$ cat config.mk
export PLATFORM = sky130hd
export DESIGN_NAME = fel_core
export DESIGN_NICKNAME = d
export VERILOG_FILES = /design/src/fel_pkg.sv /design/src/fel_core.sv /design/src/fel_fault_log.sv
export SDC_FILE = /design/constraint.sdc
export NUM_CORES = 1
export LEC_CHECK = 0
export BUFFER_PORTS_ARGS = -buffer_cell sky130_fd_sc_hd__buf_2
export CAP_MARGIN = 10
export CORE_MARGIN = 5
export CORE_UTILIZATION = 47
export CTS_CLUSTER_DIAMETER = 100
export DETAILED_ROUTE_END_ITERATION = 8
export PLACE_DENSITY = 0.8
export SETUP_SLACK_MARGIN = 0.02
export SLEW_MARGIN = 15
export SYNTH_ARGS = -nofsm -noshare
export SYNTH_HDL_FRONTEND = slang
export SYNTH_HIERARCHICAL = 1
export SYNTH_SLANG_ARGS = --single-unit
$ cat constraint.sdc
create_clock -name core_clk -period 2.5 [get_ports core_clk]
set_input_delay 0 -clock core_clk [delete_from_list [all_inputs] [get_ports core_clk]]
set_output_delay 0 -clock core_clk [all_outputs]
set_load 0.05 [all_outputs]
$ cat src/fel_pkg.sv
// shared types and constants for the fault escalation and lockup unit
// assumes a single core clock and an active-low asynchronous reset
package fel_pkg;

  localparam int FEL_PRIO_W  = 8;
  localparam int FEL_CAUSE_W = 8;
  localparam int FEL_ADDR_W  = 32;
  localparam int FEL_HFS_W   = 2;

  // hard fault cause bit positions
  localparam int FEL_HFS_DIRECT = 0;
  localparam int FEL_HFS_ESC    = 1;

  localparam logic [FEL_CAUSE_W-1:0] FEL_CAUSE_RST = 8'h00;
  localparam logic [FEL_ADDR_W-1:0]  FEL_ADDR_RST  = 32'h0000_0000;
  localparam logic [FEL_HFS_W-1:0]   FEL_HFS_RST   = 2'h0;

  // kind of the running context and of an exception being entered
  typedef enum logic [2:0] {
    FEL_THREAD = 3'h0,
    FEL_NMI    = 3'h1,
    FEL_HARD   = 3'h2,
    FEL_MEM    = 3'h3,
    FEL_BUS    = 3'h4,
    FEL_USAGE  = 3'h5,
    FEL_OTHER  = 3'h6
  } fel_kind_t;

  typedef enum logic [0:0] {
    FEL_ST_RUN  = 1'h0,
    FEL_ST_LOCK = 1'h1
  } fel_state_t;

  // fault raised by the pipeline
  typedef struct packed {
    logic                   valid;
    fel_kind_t              kind;
    logic [FEL_CAUSE_W-1:0] cause;
    logic [FEL_ADDR_W-1:0]  addr;
    logic                   addr_valid;
    logic                   entry_push;
  } fel_fault_t;

  // per-fault priority and handler enable
  typedef struct packed {
    logic [FEL_PRIO_W-1:0] mem_prio;
    logic [FEL_PRIO_W-1:0] bus_prio;
    logic [FEL_PRIO_W-1:0] usage_prio;
    logic                  mem_en;
    logic                  bus_en;
    logic                  usage_en;
  } fel_cfg_t;

  // write-one-to-clear strobes for the logs
  typedef struct packed {
    logic [FEL_HFS_W-1:0]   hard;
    logic [FEL_CAUSE_W-1:0] mem;
    logic [FEL_CAUSE_W-1:0] bus;
    logic [FEL_CAUSE_W-1:0] usage;
  } fel_clr_t;

  typedef struct packed {
    logic [FEL_HFS_W-1:0]   hard_fault_cause_status;
    logic [FEL_CAUSE_W-1:0] memory_protection_fault_cause;
    logic [FEL_ADDR_W-1:0]  memory_protection_fault_address;
    logic [FEL_CAUSE_W-1:0] bus_error_cause;
    logic [FEL_ADDR_W-1:0]  bus_error_address;
    logic [FEL_CAUSE_W-1:0] usage_error_cause;
  } fel_log_t;

endpackage : fel_pkg

$ cat src/fel_core.sv
// fault escalation, hard fault preemption and lockup control
// assumes the pipeline reports the running context kind and priority
// and raises at most one fault per cycle; lower priority value wins
module fel_core
  import fel_pkg::*;
(
  // clock and reset
  input  wire logic                  core_clk,
  input  wire logic                  rst_b,
  // fault from the pipeline
  input  wire fel_fault_t            fault_in,
  // fault configuration
  input  wire fel_cfg_t              cfg,
  // running context
  input  wire fel_kind_t             cur_kind,
  input  wire logic [FEL_PRIO_W-1:0] cur_prio,
  // other exception sources
  input  wire logic                  nmi_req,
  input  wire logic                  dbg_halt_req,
  input  wire logic                  irq_req,
  input  wire logic [FEL_PRIO_W-1:0] irq_prio,
  // log clear strobes
  input  wire fel_clr_t              log_clr,
  // exception entry
  output logic                       take_valid,
  output fel_kind_t                  take_kind,
  output logic                       take_esc,
  // lockup and halt
  output logic                       lockup,
  output logic                       lockup_nmi,
  output logic                       halted,
  // fault logs
  output fel_log_t                   log_q
);

  typedef struct packed {
    fel_state_t st;
    logic       lock_nmi;
    logic       halted;
    logic       take_valid;
    fel_kind_t  take_kind;
    logic       take_esc;
  } fel_core_state_t;

  fel_core_state_t st_reg;
  fel_core_state_t st_next;

  function automatic logic [FEL_PRIO_W-1:0] prio_of(
    input fel_kind_t k, input fel_cfg_t c);
    case (k)
      FEL_MEM:   prio_of = c.mem_prio;
      FEL_BUS:   prio_of = c.bus_prio;
      FEL_USAGE: prio_of = c.usage_prio;
      default:   prio_of = 8'h00;
    endcase
  endfunction : prio_of

  function automatic logic en_of(input fel_kind_t k, input fel_cfg_t c);
    case (k)
      FEL_MEM:   en_of = c.mem_en;
      FEL_BUS:   en_of = c.bus_en;
      FEL_USAGE: en_of = c.usage_en;
      default:   en_of = 1'b0;
    endcase
  endfunction : en_of

  // true when an exception of priority p cannot preempt the context
  function automatic logic blocked(
    input fel_kind_t k, input logic [FEL_PRIO_W-1:0] cp,
    input logic [FEL_PRIO_W-1:0] p);
    case (k)
      FEL_THREAD:         blocked = 1'b0;
      FEL_NMI, FEL_HARD:  blocked = 1'b1;
      default:            blocked = p >= cp;
    endcase
  endfunction : blocked

  logic cfg_fault;
  logic exempt;
  logic escalate;
  logic hard;
  logic nmi_take;
  logic log_valid;

  always_comb begin
    cfg_fault = fault_in.valid && (fault_in.kind == FEL_MEM ||
                fault_in.kind == FEL_BUS || fault_in.kind == FEL_USAGE);
    // entry push for the bus handler keeps the bus fault
    exempt = fault_in.kind == FEL_BUS && fault_in.entry_push;
    escalate = cfg_fault && !exempt &&
      (!en_of(fault_in.kind, cfg) ||
       cur_kind == fault_in.kind ||
       blocked(cur_kind, cur_prio, prio_of(fault_in.kind, cfg)));
    hard = fault_in.valid && (fault_in.kind == FEL_HARD || escalate);
    nmi_take = st_reg.st == FEL_ST_RUN && nmi_req && cur_kind != FEL_NMI;
    log_valid = fault_in.valid && st_reg.st == FEL_ST_RUN && !nmi_take;
  end

  always_comb begin
    st_next = st_reg;
    st_next.take_valid = 1'b0;
    st_next.take_esc = 1'b0;
    case (st_reg.st)
      FEL_ST_LOCK: begin
        if (dbg_halt_req) begin
          st_next.st = FEL_ST_RUN;
          st_next.halted = 1'b1;
        end else if (nmi_req && !st_reg.lock_nmi) begin
          st_next.st = FEL_ST_RUN;
          st_next.take_valid = 1'b1;
          st_next.take_kind = FEL_NMI;
        end
      end
      FEL_ST_RUN: begin
        st_next.halted = st_reg.halted && dbg_halt_req;
        if (nmi_take) begin
          // nmi outranks even a hard fault
          st_next.take_valid = 1'b1;
          st_next.take_kind = FEL_NMI;
        end else if (hard) begin
          if (cur_kind == FEL_NMI || cur_kind == FEL_HARD) begin
            st_next.st = FEL_ST_LOCK;
            st_next.lock_nmi = cur_kind == FEL_NMI;
          end else begin
            st_next.take_valid = 1'b1;
            st_next.take_kind = FEL_HARD;
            st_next.take_esc = escalate;
          end
        end else if (cfg_fault) begin
          st_next.take_valid = 1'b1;
          st_next.take_kind = fault_in.kind;
        end else if (irq_req && !blocked(cur_kind, cur_prio, irq_prio)) begin
          st_next.take_valid = 1'b1;
          st_next.take_kind = FEL_OTHER;
        end
      end
      default: begin
        st_next.st = FEL_ST_RUN;
      end
    endcase
  end

  always_ff @(posedge core_clk or negedge rst_b) begin
    if (!rst_b) begin
      st_reg <= '{FEL_ST_RUN, 1'b0, 1'b0, 1'b0, FEL_THREAD, 1'b0};
    end else begin
      st_reg <= st_next;
    end
  end

  assign take_valid = st_reg.take_valid;
  assign take_kind  = st_reg.take_kind;
  assign take_esc   = st_reg.take_esc;
  assign lockup     = st_reg.st == FEL_ST_LOCK;
  assign lockup_nmi = st_reg.st == FEL_ST_LOCK && st_reg.lock_nmi;
  assign halted     = st_reg.halted;

  fel_fault_log u_log (
    .core_clk  (core_clk),
    .rst_b     (rst_b),
    .log_valid (log_valid),
    .log_esc   (escalate),
    .log_fault (fault_in),
    .log_clr   (log_clr),
    .log_q     (log_q)
  );

  // deciding cycle: not locked and no nmi claiming the cycle
  logic run_free;
  assign run_free = !lockup && !(nmi_req && cur_kind != FEL_NMI);
endmodule : fel_core

$ cat src/fel_fault_log.sv
// sticky fault cause logs and captured fault addresses
// assumes log_valid is a one-cycle pulse from the escalation logic
module fel_fault_log
  import fel_pkg::*;
(
  // clock and reset
  input  wire logic       core_clk,
  input  wire logic       rst_b,
  // recorded fault
  input  wire logic       log_valid,
  input  wire logic       log_esc,
  input  wire fel_fault_t log_fault,
  // clear strobes
  input  wire fel_clr_t   log_clr,
  // log contents
  output fel_log_t        log_q
);

  fel_log_t log_reg;
  fel_log_t log_next;

  function automatic logic [FEL_CAUSE_W-1:0] upd(
    input logic [FEL_CAUSE_W-1:0] old,
    input logic [FEL_CAUSE_W-1:0] clr,
    input logic                   set,
    input logic [FEL_CAUSE_W-1:0] bits);
    // a set in the same cycle as its clear wins
    upd = (old & ~clr) | (set ? bits : 8'h00);
  endfunction : upd

  always_comb begin
    logic vm;
    logic vb;
    logic vu;
    logic [FEL_HFS_W-1:0] hset;
    vm = log_valid && log_fault.kind == FEL_MEM;
    vb = log_valid && log_fault.kind == FEL_BUS;
    vu = log_valid && log_fault.kind == FEL_USAGE;
    hset = 2'h0;
    hset[FEL_HFS_ESC] = log_valid && log_esc;
    hset[FEL_HFS_DIRECT] = log_valid && log_fault.kind == FEL_HARD;
    log_next = log_reg;
    log_next.hard_fault_cause_status =
      (log_reg.hard_fault_cause_status & ~log_clr.hard) | hset;
    log_next.memory_protection_fault_cause =
      upd(log_reg.memory_protection_fault_cause, log_clr.mem, vm,
          log_fault.cause);
    log_next.bus_error_cause =
      upd(log_reg.bus_error_cause, log_clr.bus, vb, log_fault.cause);
    log_next.usage_error_cause =
      upd(log_reg.usage_error_cause, log_clr.usage, vu, log_fault.cause);
    if (vm && log_fault.addr_valid) begin
      log_next.memory_protection_fault_address = log_fault.addr;
    end
    if (vb && log_fault.addr_valid) begin
      log_next.bus_error_address = log_fault.addr;
    end
  end

  always_ff @(posedge core_clk or negedge rst_b) begin
    if (!rst_b) begin
      log_reg <= '{FEL_HFS_RST, FEL_CAUSE_RST, FEL_ADDR_RST,
                   FEL_CAUSE_RST, FEL_ADDR_RST, FEL_CAUSE_RST};
    end else begin
      log_reg <= log_next;
    end
  end

  assign log_q = log_reg;
endmodule : fel_fault_log

==> out/results.ini <==
[power_and_ir_drop]
combPwrFrac_pct=38.8
power_density_nw_per_um2=709.9
switching_power_mw=2.030
power_frac_seq_pct=39.0
swShare_pct=39.85
internal_power_mw=3.064
power_frac_clock_pct=22.2
p_leak_nw=3.961
ir_worst_vdd_uv=521.5

[finish]
largest_register_ff_count=90
area.growth.synth_to_final_pct=47.97
final_cells=844
fillCellCount=706
nets=842
layout-drive-gt1-share_pct=45.34
antenna_cells=0
stdcell_area_um2=7174

[global_route]
antenna_found_initial=0
grt_pass1_vias=4807
grt_overflow=0
gr-usage-all-layers_pct=25.72
grt_pass1_wl_um=25470
grt_max_degree=99

[clock_network]
cts-root-buf=clkbuf_8
clkLatencyLatePin_ns=0.36
cts_num_sinks=98
clockBufferDepth=2
clk_pin_slew_ns=0.10
cts_buffers=9
cts_tree=done
cts_setup_buffers=0
cts-htree-levels=3

[sta]
finalWorstSetupSlack_ns=0.1642
min_period_ns=2.336
timing_hold_violations_final=0
setup_tns_ns=0
fin_skew_ns=0.007977
finalCritPeriodShare_pct=93.43
worstMarginPinSlew_ns=0.5161
fmax_ghz=0.4281
setup_viol=0
slew_headroom_pct=65.60
slew_viol_final=0
rsz0062_at_grt=false

[synth]
synthDistinctLibCells=46
synth_async_sr_flop_share_pct=100.0
ys_warn_count=6
synth.cell_area_um2=4848
syn_area_per_cell_um2=12.34
synth_cells=393
yosysSeqAreaShare_pct=50.58
synth_nets=532
ys.flop_type=dfrtp_1
synth_edf_count=0
synth-seq-cells=98

[route]
wl_per_cell_um=19.13
ant_nets=0
vias_per_cell=5.145
drt_iter0_markers=257
drtPass1Iterations=5
wl_um=16150
route.detailed.drc=0
vias=4342

[floorplan]
die_h_um=111.6
start_util_pct=47.60
core_um2=10180
ios=221
die_width_um=111.6
row_count=37
die-area_um2=12450

[setup_path]
critPathCapture=u_log/log_q[83]$_DFF_PN0_
required_ns=2.81
reg2reg_depth=7
cpMostUsedCell=dlygate4sd3_1
cp_max_fo=8
crit_family=buffers and inverters
r2r_end=u_log/log_q[83]$_DFF_PN0_
path_buf_inv=4
crit_type=input pin to flip-flop
r2r_slack_ns=0.21
r2r-start=lockup$_DFF_PN0_
critical_path.cell_chain=dlygate4sd3_1, buf_2, nand2b_1, a21oi_2, and2_1, and4b_2, buf_4, nand2_1, o21ai_0, dlygate4sd3_1
crit_path_start_kind=input pin
worstPathArrival_ns=2.64
crit_cells=10
critPathSlowestCell=dlygate4sd3_1
cp-end-kind=flip-flop
cp_slowest_stage_delay_ns=0.60
startpoint=cur_kind[1]

[placed_design]
numPortBuffers=220
dp_cells=741
post_dp_cell_area_um2=6083
routabilityCongestion=0.8689
place_hpwl_um=10510
dp_slack_ns=0.2403

[flow_run]
maxCapViolations=0

[worst_hold_path]
min_from=fault_in[45]
hold_class=input pin to flip-flop

[outcome]
status=finished, final reports clean

==> logic make-up (layout without fill, tap and decap cells) <==
family	count (synthesis)	after routing	share of synthesized area, %
buffers and inverters	56	371	6.064
AOI/OAI and AO/OA	71	71	9.110
and+or+nand+nor	78	78	8.567
xor gates and xnor gates	1	1	0.1807
DFF	98	98	50.58
muxes	72	72	21.16
adders and majority gates	17	17	4.335
==> power by group through the flow <==
stage	registers [mW]	clock network [mW]	logic, mW
4_1_cts	1.97	1.14	1.95
3_3_place_gp	1.98	0	1.82
5_1_grt	2.01	1.22	2.06
6_report	1.99	1.13	1.97
2_1_floorplan	2.82	0	0.498
3_5_place_dp	2.00	0	1.85
==> worst reg2reg max path: stages (launching register included) <==
cell and delay [ns]:
dfrtp_1 0.49, a21oi_2 0.16, and2_1 0.25, and4b_2 0.33
buf_4 0.20, nand2_1 0.07, o21ai_0 0.12, dlygate4sd3_1 0.60
==> timing repair <==
| action | 4_1_cts | 5_1_grt |
|---|---|---|
| hold endpoints to repair | 192 | 0 |
| hold buffers | 87 | 0 |
| endpoints found under the setup margin | 0 | 8 |
| gates resized for setup | 0 | 3 |
==> through the flow <==
stage | utilization [%] | hold slack [ns] | power [mW]
2_1_floorplan | - | -0.2956 | 3.322
3_3_place_gp | 59.73 | 0.08903 | 3.797
3_5_place_dp | 59.73 | 0.1022 | 3.854
4_1_cts | 70.42 | 0.004432 | 5.066
5_1_grt | 70.44 | 0.02225 | 5.287
6_report | 70.44 | 0.01988 | 5.093
==> layout by cell type (no fill, tap or decap), drive strengths merged, types with 2 or more instances in the layout <==
cell and count:
nand3 3, o21ai 45, clkbuf 10, nor2 12, nand2b 5, nor2b 4, nor3 2, nand3b 2
dlygate4sd3 87, a211oi 4, a21oi 4, a22o 2, o31ai 2, dfrtp 98, ha 16, clkinv 3
mux2i 8, and4b 2, o211ai 3, and2 2, bufinv 2, nand2 40, nand4 2, inv 39
mux2 64, buf 230
==> Yosys cell counts, types with 2 or more instances <==
cell type | number | area share, %
nand2_1 | 38 | 2.9
ha_1 | 16 | 4.1
mux2_4 | 60 | 19
mux2_2 | 4 | 0.93
mux2i_1 | 8 | 1.7
nand2_4 | 2 | 0.46
a22o_1 | 2 | 0.36
buf_4 | 6 | 0.93
dfrtp_1 | 98 | 51
buf_6 | 8 | 1.9
nand3_1 | 3 | 0.31
and2_1 | 2 | 0.26
o211ai_1 | 3 | 0.46
o21ai_0 | 41 | 4.2
a211oi_1 | 4 | 0.62
nor2b_1 | 4 | 0.52
and4b_1 | 2 | 0.41
a21oi_2 | 2 | 0.36
a21oi_1 | 2 | 0.21
nand4_1 | 2 | 0.26
o21ai_1 | 4 | 0.41
nor2_1 | 12 | 0.93
nor3_2 | 2 | 0.41
nand3b_1 | 2 | 0.31
clkbuf_1 | 3 | 0.23
inv_1 | 38 | 2.9
o31ai_1 | 2 | 0.31
nand2b_1 | 5 | 0.65
==> final cells by class <==
cell class / count / area (um^2) / share of cell area (%)
repair buffers: 317 / 2087 / 29.09
multi-input cells: 239 / 2105 / 29.33
inverters: 38 / 142.6 / 1.988
clock buffers: 10 / 127.6 / 1.779
flip-flops and latches: 98 / 2452 / 34.18
well taps: 136 / 170.2 / 2.372
clock inverters: 6 / 90.09 / 1.256
==> metal layers <==
layer	vias to the layer above	wire length, um	track usage [%]
met3	67	1202	6.413
li1	1968	-	-
met5	-	0	0
met1	2045	6236	29.48
met4	0	742	12.98
met2	262	7966	44.63
==> how the worst min path moves through the flow <==
stage	end	slack, ns	cells past startpoint
2_1_floorplan	halted$_DFFE_PN0P_	-0.30	0
3_3_place_gp	u_log/log_q[24]$_DFFE_PN0P_	0.09	2
3_5_place_dp	u_log/log_q[24]$_DFFE_PN0P_	0.10	2
4_1_cts	take_kind[2]$_DFFE_PN0P_	0.004	3
5_1_grt	take_kind[2]$_DFFE_PN0P_	0.02	3
6_report	take_kind[2]$_DFFE_PN0P_	0.02	3
(Power assumes the default switching activity.)
